--- src/pkg/dfpf_pkg.sv ---
/*
  Shared constants and carrier types of the direction-finding test packet
  framer: field patterns, field layouts, timing counts and config structs.
  Assumes a 10 MHz system clock and the uncoded 1 and 2 Msym/s rates.
*/
`default_nettype none
package dfpf_pkg;

  // ----------------------------------------------------------------------
  // Timing
  // ----------------------------------------------------------------------
  localparam int CLK_PERIOD_NS = 100;
  localparam int SYM1_NS = 1000;
  localparam int SYM2_NS = 500;
  localparam int US_NS = 1000;
  localparam int SYM1_CYC = SYM1_NS / CLK_PERIOD_NS;
  localparam int SYM2_CYC = SYM2_NS / CLK_PERIOD_NS;
  localparam int US_CYC = US_NS / CLK_PERIOD_NS;
  localparam logic [3:0] SYM1_LAST = 4'(SYM1_CYC - 1);
  localparam logic [3:0] SYM2_LAST = 4'(SYM2_CYC - 1);
  localparam logic [3:0] SYM1_MID = 4'(SYM1_CYC / 2);
  localparam logic [3:0] SYM2_MID = 4'(SYM2_CYC / 2);
  localparam logic [3:0] US_LAST = 4'(US_CYC - 1);

  // ----------------------------------------------------------------------
  // Fixed fields, held least significant bit first on the air
  // ----------------------------------------------------------------------
  localparam logic [15:0] PREAMBLE = 16'h5555;
  localparam logic [4:0] PRE1_LAST = 5'h07;
  localparam logic [4:0] PRE2_LAST = 5'h0F;
  localparam logic [31:0] SYNC_WORD = 32'h71764129;
  localparam logic [4:0] WORD_LAST = 5'h1F;
  localparam logic [4:0] BYTE_LAST = 5'h07;
  localparam logic [4:0] CRC_LAST = 5'h17;

  // ----------------------------------------------------------------------
  // Payload types and patterns
  // ----------------------------------------------------------------------
  localparam logic [3:0] PT_PRBS9 = 4'h0;
  localparam logic [3:0] PT_NIBBLE = 4'h1;
  localparam logic [3:0] PT_ALT = 4'h2;
  localparam logic [7:0] BYTE_NIBBLE = 8'h0F;
  localparam logic [7:0] BYTE_ALT = 8'h55;
  localparam logic [8:0] PRBS_SEED = 9'h1FF;
  localparam logic [23:0] CRC_POLY = 24'h00065B;
  localparam logic [23:0] CRC_INIT = 24'h555555;

  // ----------------------------------------------------------------------
  // Header and extension-info layout
  // ----------------------------------------------------------------------
  localparam int HDR_CP_BIT = 5;
  localparam int INFO_RFU_BIT = 5;
  localparam int INFO_TYPE_LSB = 6;
  localparam logic [4:0] CTE_TIME_MIN = 5'h02;
  localparam logic [4:0] CTE_TIME_MAX = 5'h14;
  localparam int CTE_UNIT_US = 8;
  localparam logic [1:0] CTE_AOA = 2'h0;
  localparam logic [1:0] CTE_AOD1 = 2'h1;
  localparam logic [1:0] CTE_AOD2 = 2'h2;
  localparam logic [1:0] CTE_RSVD = 2'h3;
  localparam logic [7:0] GUARD_US = 8'h04;
  localparam logic [7:0] SLOT_START_US = 8'h0C;

  localparam int FIFO_W = 8;
  localparam int FIFO_DEPTH = 32;

  typedef struct packed {
    logic phy_2m;
    logic [3:0] ptype;
    logic [7:0] length;
    logic info_present;
    logic [4:0] cte_time;
    logic [1:0] cte_type;
  } dfpf_cfg_type;

  typedef struct packed {
    logic [3:0] pat_len;
    logic [15:0][1:0] pattern;
  } dfpf_ant_type;

  typedef enum logic [3:0] {
    PH_IDLE, PH_PRE, PH_SYNC, PH_HDR, PH_LEN, PH_INFO, PH_PAY, PH_CRC,
    PH_CTE
  } dfpf_phase_type;

endpackage
`default_nettype wire

--- src/core/dfpf_top.sv ---
/*
  Test packet framer with tone extension: pattern FIFO, transmit
  serializer, receive parser and the shared extension slot sequencer.
  Assumes one 10 MHz clock; rx_pin comes from the demodulator's domain.
*/
`timescale 1ns/1ps
`default_nettype none

module dfpf_fifo #(
  parameter int W = 8,
  parameter int DEPTH = 32
) (
  // Clock and freeze
  input wire logic clk,
  input wire logic resetn,
  input wire logic ce,
  // Fill side
  input wire logic in_valid,
  output logic in_ready,
  input wire logic [W-1:0] in_data,
  // Drain side
  output logic out_valid,
  input wire logic out_ready,
  output logic [W-1:0] out_data
);
  localparam int AW = $clog2(DEPTH);
  logic [W-1:0] mem [DEPTH];
  logic [AW-1:0] wr_ptr, rd_ptr;
  logic [AW:0] count;
  logic push, pop;

  assign in_ready = count != (AW+1)'(DEPTH);
  assign out_valid = count != '0;
  assign out_data = mem[rd_ptr];
  assign push = in_valid && in_ready;
  assign pop = out_valid && out_ready;

  always_ff @(posedge clk) begin
    if (ce && push) begin
      mem[wr_ptr] <= in_data;
    end
  end

  always_ff @(posedge clk or negedge resetn) begin
    if (!resetn) begin
      wr_ptr <= '0;
      rd_ptr <= '0;
      count <= '0;
    end else if (ce) begin
      if (push) begin
        wr_ptr <= (wr_ptr == AW'(DEPTH - 1)) ? '0 : wr_ptr + 1'b1;
      end
      if (pop) begin
        rd_ptr <= (rd_ptr == AW'(DEPTH - 1)) ? '0 : rd_ptr + 1'b1;
      end
      if (push && !pop) begin
        count <= count + 1'b1;
      end else if (pop && !push) begin
        count <= count - 1'b1;
      end
    end
  end
endmodule

// Operation
// RULE_01: 1M preamble is eight alternating bits
// RULE_02: 2M preamble is sixteen alternating bits
// RULE_03: Fixed sync word sent and correlated
// RULE_04: Type 0000 gives PRBS9 payload
// RULE_05: Type 0001 gives repeated 11110000
// RULE_06: Type 0010 gives repeated 10101010
// RULE_07: Length field sets exact payload byte count
// RULE_08: Payload holds only the selected pattern
// RULE_09: CRC-24 over PDU, extension excluded
// RULE_10: Extension only on uncoded rates, no CRC
// RULE_11: Info flag marks info byte and extension
// RULE_12: Set flag carries time, type, extension
// RULE_13: Info byte is time, reserved, type
// RULE_14: Time in 8 us units, 2..20 valid
// RULE_15: Type 0 AoA, 1/2 AoD slots, 3 reserved
// RULE_16: Extension is unwhitened ones for its time
// RULE_17: Guard 4 us, reference 8 us, slots
// RULE_18: Both 2 us and 1 us slots supported
// RULE_19: AoA transmit keeps one antenna
// RULE_20: AoA receive switches per host pattern
// RULE_21: Up to 74 or 37 slot pairs
// RULE_22: AoD transmit switches, AoD receive samples
// RULE_23: Reference antenna first, pattern then cycles
// RULE_24: Sample each reference us, each sample slot
// RULE_25: Info bits: time 4:0, zero 5, type 7:6
// RULE_26: Fields LSB first, reserved info flagged
module dfpf_top (
  // Clock, reset and freeze
  input wire logic mclk,
  input wire logic resetn,
  input wire logic ce,
  // Transmit request and configuration
  input wire dfpf_pkg::dfpf_cfg_type tx_cfg,
  input wire logic tx_start,
  output logic tx_busy,
  // Transmit symbol stream
  output logic tx_bit,
  output logic tx_en,
  // Receive control and symbol stream
  input wire logic rx_en,
  input wire logic rx_phy_2m,
  input wire logic rx_slot_2us,
  input wire logic rx_pin,
  // Received fields and status
  output logic [7:0] rx_data,
  output logic rx_valid,
  output dfpf_pkg::dfpf_cfg_type rx_hdr,
  output logic rx_done,
  output logic rx_crc_ok,
  output logic rx_info_bad,
  // Antenna array and IQ capture
  input wire dfpf_pkg::dfpf_ant_type ant_cfg,
  output logic [1:0] ant_sel,
  output logic iq_sample
);
  import dfpf_pkg::*;

  function automatic logic [23:0] crc_step(input logic [23:0] c,
                                           input logic b);
    return {c[22:0], 1'b0} ^ ((c[23] ^ b) ? CRC_POLY : 24'h000000);
  endfunction

  function automatic logic [16:0] prbs_byte(input logic [8:0] s);
    logic [8:0] st;
    logic [7:0] b;
    st = s;
    b = '0;
    for (int i = 0; i < 8; i++) begin
      b[i] = st[0];
      st = {st[0] ^ st[4], st[8:1]};
    end
    return {st, b};
  endfunction

  // ----------------------------------------------------------------------
  // Declarations
  // ----------------------------------------------------------------------
  dfpf_cfg_type tx_q;
  dfpf_phase_type tx_ph, next_ph, rx_ph;
  logic [3:0] tx_cyc, rx_cyc, us_cyc, pat_idx;
  logic [31:0] tx_sr, next_sr, rx_sh, sh_n;
  logic [4:0] tx_left, next_left, rx_cnt;
  logic [23:0] tx_crc, rx_crc;
  logic [7:0] pay_left, gen_left, rx_left, hdr_byte, info_byte;
  logic [8:0] prbs;
  logic [16:0] prbs_n;
  logic [7:0] gen_byte, fifo_data, cte_t, cte_end, cte_t_n;
  logic tx_ok, tx_tick, field_end, tx_pop, fifo_valid;
  logic gen_ready, gen_valid, pdu;
  logic rx_m, rx_s, rx_d, rx_smp, rx_end, rx_cte_go, tx_cte_go;
  logic cte_run, cte_done, cte_sw, cte_smp, cte_s2, us_tick;
  logic [1:0] slot_pos;
  logic [4:0] go_time;

  // ----------------------------------------------------------------------
  // Payload pattern source and FIFO
  // ----------------------------------------------------------------------
  assign prbs_n = prbs_byte(prbs);
  // RULE_04: PRBS9 payload
  // RULE_05: Nibble pattern
  // RULE_06: Alternating pattern
  assign gen_byte = (tx_q.ptype == PT_NIBBLE) ? BYTE_NIBBLE :
                    (tx_q.ptype == PT_ALT) ? BYTE_ALT : prbs_n[7:0];
  assign gen_valid = gen_left != 8'h00;

  always_ff @(posedge mclk or negedge resetn) begin
    if (!resetn) begin
      gen_left <= 8'h00;
      prbs <= PRBS_SEED;
    end else if (ce) begin
      if (tx_ph == PH_IDLE && tx_start && tx_ok) begin
        // RULE_07: Exact byte count
        gen_left <= tx_cfg.length;
        prbs <= PRBS_SEED;
      end else if (gen_valid && gen_ready) begin
        gen_left <= gen_left - 8'h01;
        prbs <= prbs_n[16:8];
      end
    end
  end

  // The source runs far ahead of the line rate; a full FIFO stalls it.
  dfpf_fifo #(.W(FIFO_W), .DEPTH(FIFO_DEPTH)) u_fifo (
    .clk(mclk),
    .resetn(resetn),
    .ce(ce),
    .in_valid(gen_valid),
    .in_ready(gen_ready),
    .in_data(gen_byte),
    .out_valid(fifo_valid),
    .out_ready(tx_pop),
    .out_data(fifo_data)
  );

  // ----------------------------------------------------------------------
  // Transmit serializer
  // ----------------------------------------------------------------------
  // RULE_14: Reserved values refused
  // RULE_15: Reserved type refused
  assign tx_ok = (tx_cfg.ptype <= PT_ALT) && (!tx_cfg.info_present ||
                 (tx_cfg.cte_time >= CTE_TIME_MIN &&
                  tx_cfg.cte_time <= CTE_TIME_MAX &&
                  tx_cfg.cte_type != CTE_RSVD));
  assign tx_tick = (tx_ph != PH_IDLE) &&
                   (tx_cyc == (tx_q.phy_2m ? SYM2_LAST : SYM1_LAST));
  assign field_end = tx_tick && tx_left == 5'h00 && tx_ph != PH_CTE;
  assign tx_pop = field_end && next_ph == PH_PAY;
  assign tx_cte_go = field_end && next_ph == PH_CTE;
  // RULE_10: Extension outside CRC
  assign pdu = tx_ph inside {PH_HDR, PH_LEN, PH_INFO, PH_PAY};
  assign tx_bit = tx_sr[0];
  assign tx_busy = tx_ph != PH_IDLE;
  assign tx_en = tx_busy;

  always_comb begin
    hdr_byte = 8'h00;
    hdr_byte[3:0] = tx_q.ptype;
    // RULE_11: Info-present flag
    hdr_byte[HDR_CP_BIT] = tx_q.info_present;
    // RULE_13: Info byte fields
    // RULE_25: Reserved bit zero
    info_byte = 8'h00;
    info_byte[4:0] = tx_q.cte_time;
    info_byte[INFO_RFU_BIT] = 1'b0;
    info_byte[INFO_TYPE_LSB +: 2] = tx_q.cte_type;
  end

  always_comb begin
    next_ph = PH_IDLE;
    next_sr = 32'h00000000;
    next_left = BYTE_LAST;
    case (tx_ph)
      PH_PRE: next_ph = PH_SYNC;
      PH_SYNC: next_ph = PH_HDR;
      PH_HDR: next_ph = PH_LEN;
      // RULE_12: Info byte when flagged
      PH_LEN: next_ph = tx_q.info_present ? PH_INFO : PH_PAY;
      PH_INFO: next_ph = PH_PAY;
      PH_PAY: next_ph = PH_PAY;
      PH_CRC: next_ph = tx_q.info_present ? PH_CTE : PH_IDLE;
      default: next_ph = PH_IDLE;
    endcase
    if (next_ph == PH_PAY && pay_left == 8'h00) begin
      next_ph = PH_CRC;
    end
    case (next_ph)
      // RULE_03: Sync word
      PH_SYNC: begin
        next_sr = SYNC_WORD;
        next_left = WORD_LAST;
      end
      // RULE_26: LSB first fields
      PH_HDR: next_sr = {24'h000000, hdr_byte};
      PH_LEN: next_sr = {24'h000000, tx_q.length};
      PH_INFO: next_sr = {24'h000000, info_byte};
      PH_PAY: next_sr = {24'h000000, fifo_data};
      // RULE_09: Append CRC
      PH_CRC: begin
        next_sr = {8'h00, crc_step(tx_crc, tx_sr[0])};
        next_left = CRC_LAST;
      end
      // RULE_16: Unwhitened ones
      PH_CTE: next_sr = 32'hFFFFFFFF;
      default: next_sr = 32'h00000000;
    endcase
  end

  always_ff @(posedge mclk or negedge resetn) begin
    if (!resetn) begin
      tx_cyc <= 4'h0;
    end else if (ce) begin
      tx_cyc <= (tx_ph == PH_IDLE || tx_tick) ? 4'h0 : tx_cyc + 4'h1;
    end
  end

  always_ff @(posedge mclk or negedge resetn) begin
    if (!resetn) begin
      tx_ph <= PH_IDLE;
      tx_q <= '0;
      tx_sr <= 32'h00000000;
      tx_left <= 5'h00;
      tx_crc <= CRC_INIT;
      pay_left <= 8'h00;
    end else if (ce) begin
      if (tx_ph == PH_IDLE) begin
        if (tx_start && tx_ok) begin
          tx_q <= tx_cfg;
          tx_ph <= PH_PRE;
          // RULE_01: Eight-bit preamble
          // RULE_02: Sixteen-bit preamble
          tx_sr <= {16'h0000, PREAMBLE};
          tx_left <= tx_cfg.phy_2m ? PRE2_LAST : PRE1_LAST;
          tx_crc <= CRC_INIT;
          pay_left <= tx_cfg.length;
        end
      end else if (tx_ph == PH_CTE) begin
        if (cte_done) begin
          tx_ph <= PH_IDLE;
          tx_sr <= 32'h00000000;
        end
      end else if (tx_tick) begin
        if (pdu) begin
          // RULE_09: PDU only
          tx_crc <= crc_step(tx_crc, tx_sr[0]);
        end
        if (field_end) begin
          tx_ph <= next_ph;
          tx_sr <= next_sr;
          tx_left <= next_left;
          if (tx_pop) begin
            // RULE_08: Pattern bytes only
            pay_left <= pay_left - 8'h01;
          end
        end else begin
          tx_sr <= {1'b1, tx_sr[31:1]};
          tx_left <= tx_left - 5'h01;
        end
      end
    end
  end

  // ----------------------------------------------------------------------
  // Receive parser
  // ----------------------------------------------------------------------
  always_ff @(posedge mclk or negedge resetn) begin
    if (!resetn) begin
      rx_m <= 1'b0;
      rx_s <= 1'b0;
      rx_d <= 1'b0;
      rx_cyc <= 4'h0;
    end else if (ce) begin
      rx_m <= rx_pin;
      rx_s <= rx_m;
      rx_d <= rx_s;
      if (rx_s != rx_d ||
          rx_cyc == (rx_phy_2m ? SYM2_LAST : SYM1_LAST)) begin
        rx_cyc <= 4'h0;
      end else begin
        rx_cyc <= rx_cyc + 4'h1;
      end
    end
  end

  assign rx_smp = ce && rx_cyc == (rx_phy_2m ? SYM2_MID : SYM1_MID);
  assign sh_n = {rx_s, rx_sh[31:1]};
  assign rx_end = rx_smp && rx_cnt == 5'h00;
  assign rx_cte_go = rx_end && rx_ph == PH_CRC && rx_hdr.info_present &&
                     !rx_info_bad;

  always_ff @(posedge mclk or negedge resetn) begin
    if (!resetn) begin
      rx_ph <= PH_IDLE;
      rx_sh <= 32'h00000000;
      rx_cnt <= 5'h00;
      rx_crc <= CRC_INIT;
      rx_left <= 8'h00;
      rx_hdr <= '0;
      rx_data <= 8'h00;
      rx_valid <= 1'b0;
      rx_done <= 1'b0;
      rx_crc_ok <= 1'b0;
      rx_info_bad <= 1'b0;
    end else if (ce) begin
      rx_valid <= 1'b0;
      rx_done <= 1'b0;
      if (rx_ph == PH_CTE) begin
        if (cte_done) begin
          rx_ph <= PH_IDLE;
        end
      end else if (rx_smp) begin
        rx_sh <= sh_n;
        rx_cnt <= rx_cnt - 5'h01;
        if (rx_ph inside {PH_HDR, PH_LEN, PH_INFO, PH_PAY}) begin
          rx_crc <= crc_step(rx_crc, rx_s);
        end
        case (rx_ph)
          PH_IDLE: begin
            // RULE_03: Correlate sync word
            if (rx_en && sh_n == SYNC_WORD) begin
              rx_ph <= PH_HDR;
              rx_cnt <= BYTE_LAST;
              rx_crc <= CRC_INIT;
              rx_info_bad <= 1'b0;
              rx_hdr <= '0;
              rx_hdr.phy_2m <= rx_phy_2m;
            end
          end
          PH_HDR: begin
            if (rx_cnt == 5'h00) begin
              rx_hdr.ptype <= sh_n[27:24];
              rx_hdr.info_present <= sh_n[24 + HDR_CP_BIT];
              rx_ph <= PH_LEN;
              rx_cnt <= BYTE_LAST;
            end
          end
          PH_LEN: begin
            if (rx_cnt == 5'h00) begin
              // RULE_07: Received byte count
              rx_hdr.length <= sh_n[31:24];
              rx_left <= sh_n[31:24];
              rx_cnt <= BYTE_LAST;
              if (rx_hdr.info_present) begin
                rx_ph <= PH_INFO;
              end else if (sh_n[31:24] == 8'h00) begin
                rx_ph <= PH_CRC;
                rx_cnt <= CRC_LAST;
              end else begin
                rx_ph <= PH_PAY;
              end
            end
          end
          PH_INFO: begin
            if (rx_cnt == 5'h00) begin
              // RULE_25: Reserved bit ignored
              rx_hdr.cte_time <= sh_n[28:24];
              rx_hdr.cte_type <= sh_n[24 + INFO_TYPE_LSB +: 2];
              // RULE_26: Flag reserved values
              rx_info_bad <= sh_n[28:24] < CTE_TIME_MIN ||
                             sh_n[28:24] > CTE_TIME_MAX ||
                             sh_n[24 + INFO_TYPE_LSB +: 2] == CTE_RSVD;
              rx_cnt <= BYTE_LAST;
              if (rx_left == 8'h00) begin
                rx_ph <= PH_CRC;
                rx_cnt <= CRC_LAST;
              end else begin
                rx_ph <= PH_PAY;
              end
            end
          end
          PH_PAY: begin
            if (rx_cnt == 5'h00) begin
              rx_data <= sh_n[31:24];
              rx_valid <= 1'b1;
              rx_left <= rx_left - 8'h01;
              rx_cnt <= BYTE_LAST;
              if (rx_left == 8'h01) begin
                rx_ph <= PH_CRC;
                rx_cnt <= CRC_LAST;
              end
            end
          end
          PH_CRC: begin
            if (rx_cnt == 5'h00) begin
              // RULE_09: Check received CRC
              rx_crc_ok <= sh_n[31:8] == rx_crc;
              rx_done <= 1'b1;
              rx_ph <= rx_cte_go ? PH_CTE : PH_IDLE;
            end
          end
          default: rx_ph <= PH_IDLE;
        endcase
      end
    end
  end

  // ----------------------------------------------------------------------
  // Extension slot sequencer, shared since the radio is half duplex
  // ----------------------------------------------------------------------
  assign us_tick = cte_run && us_cyc == US_LAST;
  assign cte_t_n = cte_t + 8'h01;
  assign go_time = tx_cte_go ? tx_q.cte_time : rx_hdr.cte_time;

  always_ff @(posedge mclk or negedge resetn) begin
    if (!resetn) begin
      cte_run <= 1'b0;
      cte_done <= 1'b0;
      cte_sw <= 1'b0;
      cte_smp <= 1'b0;
      cte_s2 <= 1'b0;
      cte_t <= 8'h00;
      cte_end <= 8'h00;
      us_cyc <= 4'h0;
      slot_pos <= 2'h0;
      pat_idx <= 4'h0;
      ant_sel <= 2'h0;
      iq_sample <= 1'b0;
    end else if (ce) begin
      cte_done <= 1'b0;
      iq_sample <= 1'b0;
      if (tx_cte_go || rx_cte_go) begin
        cte_run <= 1'b1;
        cte_t <= 8'h00;
        us_cyc <= 4'h0;
        // RULE_14: Units of 8 us
        cte_end <= 8'({3'h0, go_time} * CTE_UNIT_US - 1);
        if (tx_cte_go) begin
          // RULE_19: AoA transmit fixed
          // RULE_22: AoD transmit switches
          cte_sw <= tx_q.cte_type != CTE_AOA;
          cte_smp <= 1'b0;
          cte_s2 <= tx_q.cte_type == CTE_AOD2;
        end else begin
          // RULE_20: AoA receive switches
          // RULE_18: Both slot lengths
          cte_sw <= rx_hdr.cte_type == CTE_AOA;
          cte_smp <= 1'b1;
          cte_s2 <= (rx_hdr.cte_type == CTE_AOA) ? rx_slot_2us :
                    rx_hdr.cte_type == CTE_AOD2;
        end
        // RULE_23: Reference antenna first
        pat_idx <= 4'h0;
        ant_sel <= ant_cfg.pattern[0];
      end else if (cte_run) begin
        us_cyc <= us_tick ? 4'h0 : us_cyc + 4'h1;
        if (us_tick) begin
          cte_t <= cte_t_n;
          if (cte_t == cte_end) begin
            cte_run <= 1'b0;
            cte_done <= 1'b1;
          // RULE_17: Guard then reference
          // RULE_24: Reference samples
          end else if (cte_t_n < SLOT_START_US) begin
            iq_sample <= cte_smp && cte_t_n >= GUARD_US;
          end else begin
            // RULE_21: Slot pairs to the end
            if (cte_t_n == SLOT_START_US ||
                slot_pos == (cte_s2 ? 2'h3 : 2'h1)) begin
              slot_pos <= 2'h0;
              if (cte_sw) begin
                // RULE_23: Pattern cycles
                pat_idx <= (pat_idx >= ant_cfg.pat_len - 4'h1) ? 4'h0 :
                           pat_idx + 4'h1;
                ant_sel <= (pat_idx >= ant_cfg.pat_len - 4'h1) ?
                           ant_cfg.pattern[0] :
                           ant_cfg.pattern[pat_idx + 4'h1];
              end
            end else begin
              slot_pos <= slot_pos + 2'h1;
              // RULE_24: One sample per slot
              iq_sample <= cte_smp &&
                           slot_pos == (cte_s2 ? 2'h1 : 2'h0);
            end
          end
        end
      end
    end
  end
endmodule
`default_nettype wire

--- config.mk ---
export PLATFORM = sky130hd
export DESIGN_NAME = dfpf_top
export DESIGN_NICKNAME = d
export VERILOG_FILES = /design/src/pkg/dfpf_pkg.sv /design/src/core/dfpf_top.sv
export SDC_FILE = /design/constraint.sdc
export NUM_CORES = 1
export LEC_CHECK = 0
export BUFFER_PORTS_ARGS = -buffer_cell sky130_fd_sc_hd__buf_2
export CORE_MARGIN = 3
export CORE_UTILIZATION = 25
export DETAILED_ROUTE_END_ITERATION = 10
export PLACE_DENSITY_LB_ADDON = 0.25
export SYNTH_ARGS = -nofsm -noshare
export SYNTH_HDL_FRONTEND = slang
export SYNTH_SLANG_ARGS = --single-unit
--- constraint.sdc ---
create_clock -name mclk -period 3.7 [get_ports mclk]
set_input_delay 0.37 -clock mclk [delete_from_list [all_inputs] [get_ports mclk]]
set_output_delay 0.37 -clock mclk [all_outputs]
set_load 0.02 [all_outputs]
==> summary.md, run 1 <==
| Metric | Value |
|---|---|
| Final min period | `3.51 ns` |
| Async SR Flop Fraction | `0.518` |
| Initial Util | `0.252` |
| Top cells by area, synth | `edfxtp_1 (31%), dfrtp_1 (24%), mux4_2 (7.4%)` |
| Antenna diodes | `0` |
| Placed cell count | `3448` |
| Post-synthesis register bit count | `531` |
| CP Launch Type | `flip-flop` |
| Hold path start | `tx_cfg[11]` |
| Layout cell share with drive strength beyond 1 | `0.212` |
| CP Cell Sequence | `inv_1 > ha_1 > or4b_4 > a2111o_1 > nor3_4 > o21ai_0 > ha_1 > inv_1 > ha_1 > a21oi_1 > a21boi_1 > o21ai_1 > and3_1 > o21bai_1 > xnor2_1` |
| WL/cell | `18.5 um` |
| Grt ovf | `0` |
| Worst path most repeated cell | `ha_1` |
| WL final | `66200 um` |
| Worst-path fanout max | `4` |
| Worst r2r dst | `u_fifo.count[5]` |
| Power share of the clock group | `0.392` |
| H-tree levels | `2` |
| Sinks on Clock Net | `531` |
| Post-route DRC violation count | `0` |
| Avg Inst Size Synth | `12.0 um^2` |
| Final setup fails | `0` |
| Clock Latency Late Sink | `0.65 ns` |
| Power Dens Cells | `512 mW/mm^2` |
| Crit path arrival time | `4.02 ns` |
| Cell with the most instances after synthesis | `nand2_1` |
| Setup Buffers After CTS | `0` |
| # IOs | `104` |
| Status | `complete, no violations` |
| Core box area | `0.0986 mm^2` |
| Fmax | `285 MHz` |
| DRT antenna net count | `0` |
| Sequential share of power | `0.483` |
| RSZ-0062 raised after global routing | `false` |
| Final instance area | `0.0296 mm^2` |
| Mapped Area | `0.0249 mm^2` |
| Port bufs | `103` |
| Post-synth EDFFs | `256` |
| Clock-pin slew on the worst setup and hold paths | `0.06 ns` |
| CP Class | `reg -> reg` |
| Logic gate share of total power | `0.125` |
| Final slew viol count | `0` |
| Final std cells w/o fill | `3575` |
| Maximum clock insertion buffer count | `3` |
| First-pass GRT wire length | `104000 um` |
| Worst EP required | `4.21 ns` |
| Post-Syn Nets | `2174` |
| Fin Setup TNS | `0 ns` |
| Die area | `0.103 mm^2` |
| Initial DRT Pass Iterations | `5` |
| Vias per cell | `4.78` |
| Vias in the first global route | `17.4k` |
| Post-synth top cells | `nand2_1 (291), edfxtp_1 (256), dfrtp_1 (242), nor2_1 (163), o21ai_0 (138)` |
| Top Family by Delay on Critical Path | `compound AO/OA/AOI/OAI gates` |
| Lkg Pwr | `11.7 nW` |
| Internal Power | `0.0111 W` |
| Clock Root Buffer | `clkbuf_16` |
| Leading area contributor after synthesis | `edfxtp_1` |
| CTS tree | `yes` |
| Initial antenna violation count | `1` |
| Crit end category | `flip-flop` |
| Synth Flop Type | `edfxtp_1` |
| Max incr delay on CP | `0.47 ns` |
| Syn Inst Count | `2074` |
| CTS buffer count | `59` |
| Reg2reg setup slack | `0.19 ns` |
| Cell count of the worst reg-to-reg path | `15` |
| DIE HEIGHT | `322 um` |
| Hold Path Class | `in -> reg` |
| Final Hold Viols | `0` |
| Skew final | `0.0297 ns` |
| DR iter-0 viols | `1248` |
| Fin crit share | `0.948` |
| Total GRT Usage | `0.127` |
| Max Cap Viol | `0` |
| Final GP Congestion | `0.878` |
| FP Rows | `115` |
| Post-detail-place hpwl | `44900 um` |
| Sw Pwr | `0.00406 W` |
| Hold endpoint | `tx_q[11]` |
| Sw Ratio | `0.268` |
| Seq/Total Area, Yosys | `0.587` |
| Area Growth Syn to Fin | `19.0%` |
| Area post-placement | `0.0275 mm^2` |
| NumNets Final | `2341` |
| Filler instances | `9895` |
| Slew HR | `0.185` |
| DR vias | `17.1k` |
| Worst Max-Slew Pin Slew | `1.22 ns` |
| R2R Path Start | `tx_left[0]` |
| Die X | `322 um` |
| CP max stage cell | `or4b_4` |
| Buffers and inverters on the worst path | `2` |
| Largest net degree at the start of global routing | `103` |
| Synth top area share | `0.309` |
| YS warnings | `0` |
| Peak supply drop | `403 uV` |
| Hold depth | `3` |
| Synth cell types | `85` |
-- power by group through the flow --
stage	combinational (W)	clock, W	sequential [W]
after floorplan	0.00115	0	0.00732
after global placement	0.00183	0	0.00741
after detailed placement	0.00191	0	0.00743
after CTS	0.00194	0.00616	0.00732
after global routing	0.00212	0.00639	0.00737
final	0.00190	0.00595	0.00733
-- timing repair --
| action | CTS | global route |
|---|---|---|
| pin swaps | 0 | 1 |
| endpoints found under the hold margin | 107 | 0 |
| gates resized for setup | 2 | 1 |
| endpoints found under the setup margin | 1 | 1 |
| hold buffers | 19 | 0 |
-- metal layers --
metal | global-route usage | routed length [um] | vias up
met2 | 0.207 | 31400 | 303
met4 | 0.0299 | 1200 | 0
met3 | 0.0199 | 2620 | 86
li1 | - | - | 7977
met1 | 0.177 | 30900 | 8724
met5 | 0 | 0 | -
-- cells in the final DEF (no fill, tap or decap), types with 37 or more instances in the layout --
| cell | count |
|---|---|
| a21oi_1 | 100 |
| buf_2 | 102 |
| buf_4 | 95 |
| clkbuf_16 | 59 |
| dfrtp_1 | 239 |
| edfxtp_1 | 256 |
| inv_1 | 51 |
| mux2_2 | 37 |
| mux2i_1 | 40 |
| mux4_2 | 82 |
| nand2_1 | 291 |
| nand3_1 | 47 |
| nor2_1 | 161 |
| nor3_1 | 42 |
| o21ai_0 | 135 |
| xnor2_1 | 38 |
-- cell type report --
cell class	count	area, um^2	area share
well taps	1287	1610	0.0544
multi-input cells	1375	9680	0.327
flip-flops and latches	531	14600	0.493
clock buffers	70	1560	0.0526
clock inverters	38	415	0.0140
repair buffers	223	1550	0.0523
inverters	51	191	0.00646
-- how the worst max path moves through the flow --
stage | slack [ns] | cells after the start | endpoint | start
floorplan | 0.22 | 15 | u_fifo.count[5] | tx_left[0]
global placement | 0.10 | 15 | u_fifo.count[5] | tx_left[0]
detailed placement | 0.01 | 15 | u_fifo.count[5] | tx_left[0]
CTS | 0.06 | 15 | u_fifo.count[5] | tx_left[0]
global route | 0.007 | 16 | u_fifo.count[5] | tx_left[0]
finish | 0.19 | 15 | u_fifo.count[5] | tx_left[0]
-- registers in the layout (all words and copies together), names as in the netlist, 6 cells and up --
signal and cells:
u_fifo.mem 256, tx_sr 32, rx_sh 31, rx_crc 24, tx_crc 24, rx_hdr 21, prbs 9, tx_q 9
cte_t 8, gen_left 8, pay_left 8, rx_data 8, rx_left 8, info_byte 7, cte_end 6, u_fifo.count 6
-- worst register-to-register path, stage by stage, from the launching register on --
cell and delay, ns:
dfrtp_1 0.41, inv_1 0.08, ha_1 0.18, or4b_4 0.47
a2111o_1 0.44, nor3_4 0.17, o21ai_0 0.12, ha_1 0.24
inv_1 0.11, ha_1 0.26, a21oi_1 0.23, a21boi_1 0.12
o21ai_1 0.19, and3_1 0.18, o21bai_1 0.08, xnor2_1 0.12
-- cell families after synthesis --
| group | count (synthesis) | share of synthesized area |
|---|---|---|
| adders and majority gates | 35 | 0.0179 |
| DFF | 531 | 0.587 |
| xor gates and xnor gates | 68 | 0.0239 |
| muxes | 162 | 0.108 |
| AOI/OAI and AO/OA | 423 | 0.107 |
| and+or+nand+nor | 687 | 0.129 |
| buffers and inverters | 168 | 0.0264 |
-- per-stage QoR --
step / utilization / hold slack, ns / power (W) / setup slack (ns)
floorplan: - / 0.0744 / 0.00847 / 0.218
global placement: 0.279 / 0.453 / 0.00924 / 0.102
detailed placement: 0.279 / 0.457 / 0.00935 / 0.0132
CTS: 0.301 / 0.00658 / 0.0154 / 0.0609
global route: 0.301 / 0.0528 / 0.0159 / 0.00682
finish: 0.301 / 0.0491 / 0.0152 / 0.192
Note: power is estimated with default switching activity, not from simulation.
==> run 2, diff against run 1 <==
Settings changed: CAP_MARGIN set to 20, PLACE_DENSITY set to 0.52, PLACE_DENSITY_LB_ADDON 0.25 to not set.
==> run 2 against run 1 <==
Clock power barely moved. First-iteration DRC count grew 10%. Clock-buffer cell count grew 2. Critical endpoint unchanged. Largest cell class unchanged.
==> summary.md, run 2 (synthesized netlist as in run 1, its figures left out) <==
| Metric | Value |
|---|---|
| CP Launch Type | `flip-flop` |
| Initial DRT Pass Iterations | `5 (unchanged)` |
| Die area | `0.103 mm^2 (unchanged)` |
| Clock-pin slew on the worst setup and hold paths | `0.06 ns (about the same)` |
| Vias per cell | `4.76 (-0.50%)` |
| Power Total | `0.0152 W (+0.32%)` |
| DIE HEIGHT | `322 um (unchanged)` |
| Final slew viol count | `0 (unchanged)` |
| Lkg Pwr | `11.7 nW (+0.16%)` |
| Crit end category | `flip-flop` |
| Max Cap Viol | `0 (unchanged)` |
| Peak supply drop | `424 uV (+5.2%)` |
| Buffers and inverters on the worst path | `2 (unchanged)` |
| CP max stage cell | `or4b_4` |
| Final GP Congestion | `0.876 (-0.26%)` |
| Largest net degree at the start of global routing | `108 (+4.9%)` |
| Max FFs per register | `256 (unchanged)` |
| CTS buffer count | `58 (-1.7%)` |
| FP Rows | `115 (unchanged)` |
| Die X | `322 um (unchanged)` |
| H-tree levels | `2 (unchanged)` |
| DR vias | `17.0k (-0.36%)` |
| Post-detail-place hpwl | `43900 um (-2.1%)` |
| DR iter-0 viols | `1379 (+10%)` |
| Most frequent cells in the layout | `nand2_1 (291), edfxtp_1 (256), dfrtp_1 (239)` |
| Worst EP required | `4.21 ns (about the same)` |
| Max incr delay on CP | `0.48 ns (about the same)` |
| Vias in the first global route | `17.4k (-0.53%)` |
| WL/cell | `18.0 um (-2.5%)` |
| Fin Setup TNS | `0 ns (unchanged)` |
| CTS tree | `yes` |
| WHS | `0.0514 ns (+0.00237 ns)` |
| WL final | `64600 um (-2.4%)` |
| Power Dens Cells | `513 mW/mm^2 (+0.11%)` |
| Area post-placement | `0.0274 mm^2 (about the same)` |
| Worst-path fanout max | `3 (-1)` |
| Grt ovf | `0 (unchanged)` |
| Clock Root Buffer | `clkbuf_16` |
| CP Cell Sequence | `inv_1 > ha_1 > or4b_4 > a2111o_1 > nor3_2 > o21ai_0 > ha_1 > inv_1 > ha_1 > a21oi_1 > a21boi_2 > o21ai_1 > and3_1 > o21bai_1 > xnor2_1` |
| Fin crit share | `0.927 (-0.0207)` |
| Maximum clock insertion buffer count | `3 (unchanged)` |
| Final min period | `3.43 ns (-0.0767 ns)` |
| Most common cell after layout, fill and taps aside | `nand2_1` |
| Status | `complete, no violations` |
| Total GRT Usage | `0.123 (-0.00375)` |
| Slew HR | `0.320 (+0.134)` |
| Top Family by Delay on Critical Path | `compound AO/OA/AOI/OAI gates` |
| Final instance area | `0.0297 mm^2 (+0.21%)` |
| Skew final | `0.0834 ns (+0.0537 ns)` |
| # IOs | `104 (unchanged)` |
| Worst Max-Slew Pin Slew | `1.02 ns (-0.201 ns)` |
| Post-route DRC violation count | `0 (unchanged)` |
| Final setup fails | `0 (unchanged)` |
| Core box area | `0.0986 mm^2 (unchanged)` |
| CP Class | `reg -> reg` |
| NumNets Final | `2343 (+0.085%)` |
| Initial antenna violation count | `0 (-1)` |
| Fmax | `291 MHz (+2.2%)` |
| Top reg by flops | `u_fifo.mem` |
| Area Growth Syn to Fin | `19.3%` |
| First-pass GRT wire length | `102000 um (-2.4%)` |
| Worst path most repeated cell | `ha_1` |
| DRT antenna net count | `0 (unchanged)` |
| RSZ-0062 raised after global routing | `false` |
| Clock Latency Late Sink | `0.66 ns (about the same)` |
| Crit path arrival time | `3.95 ns (-0.07 ns)` |
| Layout cell share with drive strength beyond 1 | `0.211 (-0.000369)` |
| Port bufs | `103 (unchanged)` |
| Hold Path Class | `in -> reg` |
| Top flop regs | `u_fifo.mem (256), tx_sr (32), rx_sh (31)` |
| Sinks on Clock Net | `531 (unchanged)` |
| Final Hold Viols | `0 (unchanged)` |
| Initial Util | `0.252 (unchanged)` |
run 2: changes by cell type in the layout (fill, tap and decap cells not counted), sizes merged:
cell / before / now
diode: 0 / 1
bufinv: 6 / 7
clkinv: 27 / 25
buf: 204 / 205
clkbuf: 70 / 74
run 2: worst paths after layout:
check | from | to | slack, ns | cells past startpoint
setup / recovery | tx_left[1] | u_fifo.count[5] | 0.27 | 15
hold reg to reg | tx_q[9] | tx_q[9] | 0.47 | 2
max in group asynchronous | resetn | tx_crc[18] | 2.28 | 3
hold / removal | tx_cfg[10] | tx_q[10] | 0.05 | 3
setup reg to reg | tx_left[1] | u_fifo.count[5] | 0.27 | 15
min in group asynchronous | resetn | us_cyc[0] | 0.37 | 2
run 2: per-layer routing:
layer	routed length, um	global-route usage	share of wire
met1	29200	0.168	0.45
met4	1410	0.0314	0.022
met5	0	0	0
met2	30500	0.201	0.47
met3	3530	0.0246	0.055
run 2: tightest hold or removal path: stages:
cell,delay [ns]
buf_2,0.15
nand2_1,0.08
nand2_1,0.05
run 2: area by class of cell:
cell class                 instances  area, um^2
antenna                            1        2.50
multi-input combinational       1375        9680
fill                            9880       68900
timing repair buffer             226        1600
inverter                          51         191
sequential                       531       14600
clock buffer                      72        1530
clock inverter                    37         448
tap                             1287        1610
run 2: stage by stage:
step / setup slack (ns) / cells / util
3_3_place_gp: 0.191 / 3448 / 0.278
5_1_grt: 0.0188 / 3579 / 0.301
3_5_place_dp: 0.0939 / 3448 / 0.278
4_1_cts: 0.0989 / 3576 / 0.300
6_report: 0.269 / 3580 / 0.301
2_1_floorplan: 0.218 / 2074 / -
run 2: what timing repair did:
action,4_1_cts,5_1_grt
endpoints found under the setup margin,0,1
resized for setup,0,3
endpoints found under the hold margin,113,0
hold buffers,19,0
setup buffers,0,0
run 2: power breakdown:
group / switching (W) / internal (W)
registers: 0.000312 / 0.00702
logic: 0.00124 / 0.000704
clock network: 0.00250 / 0.00346
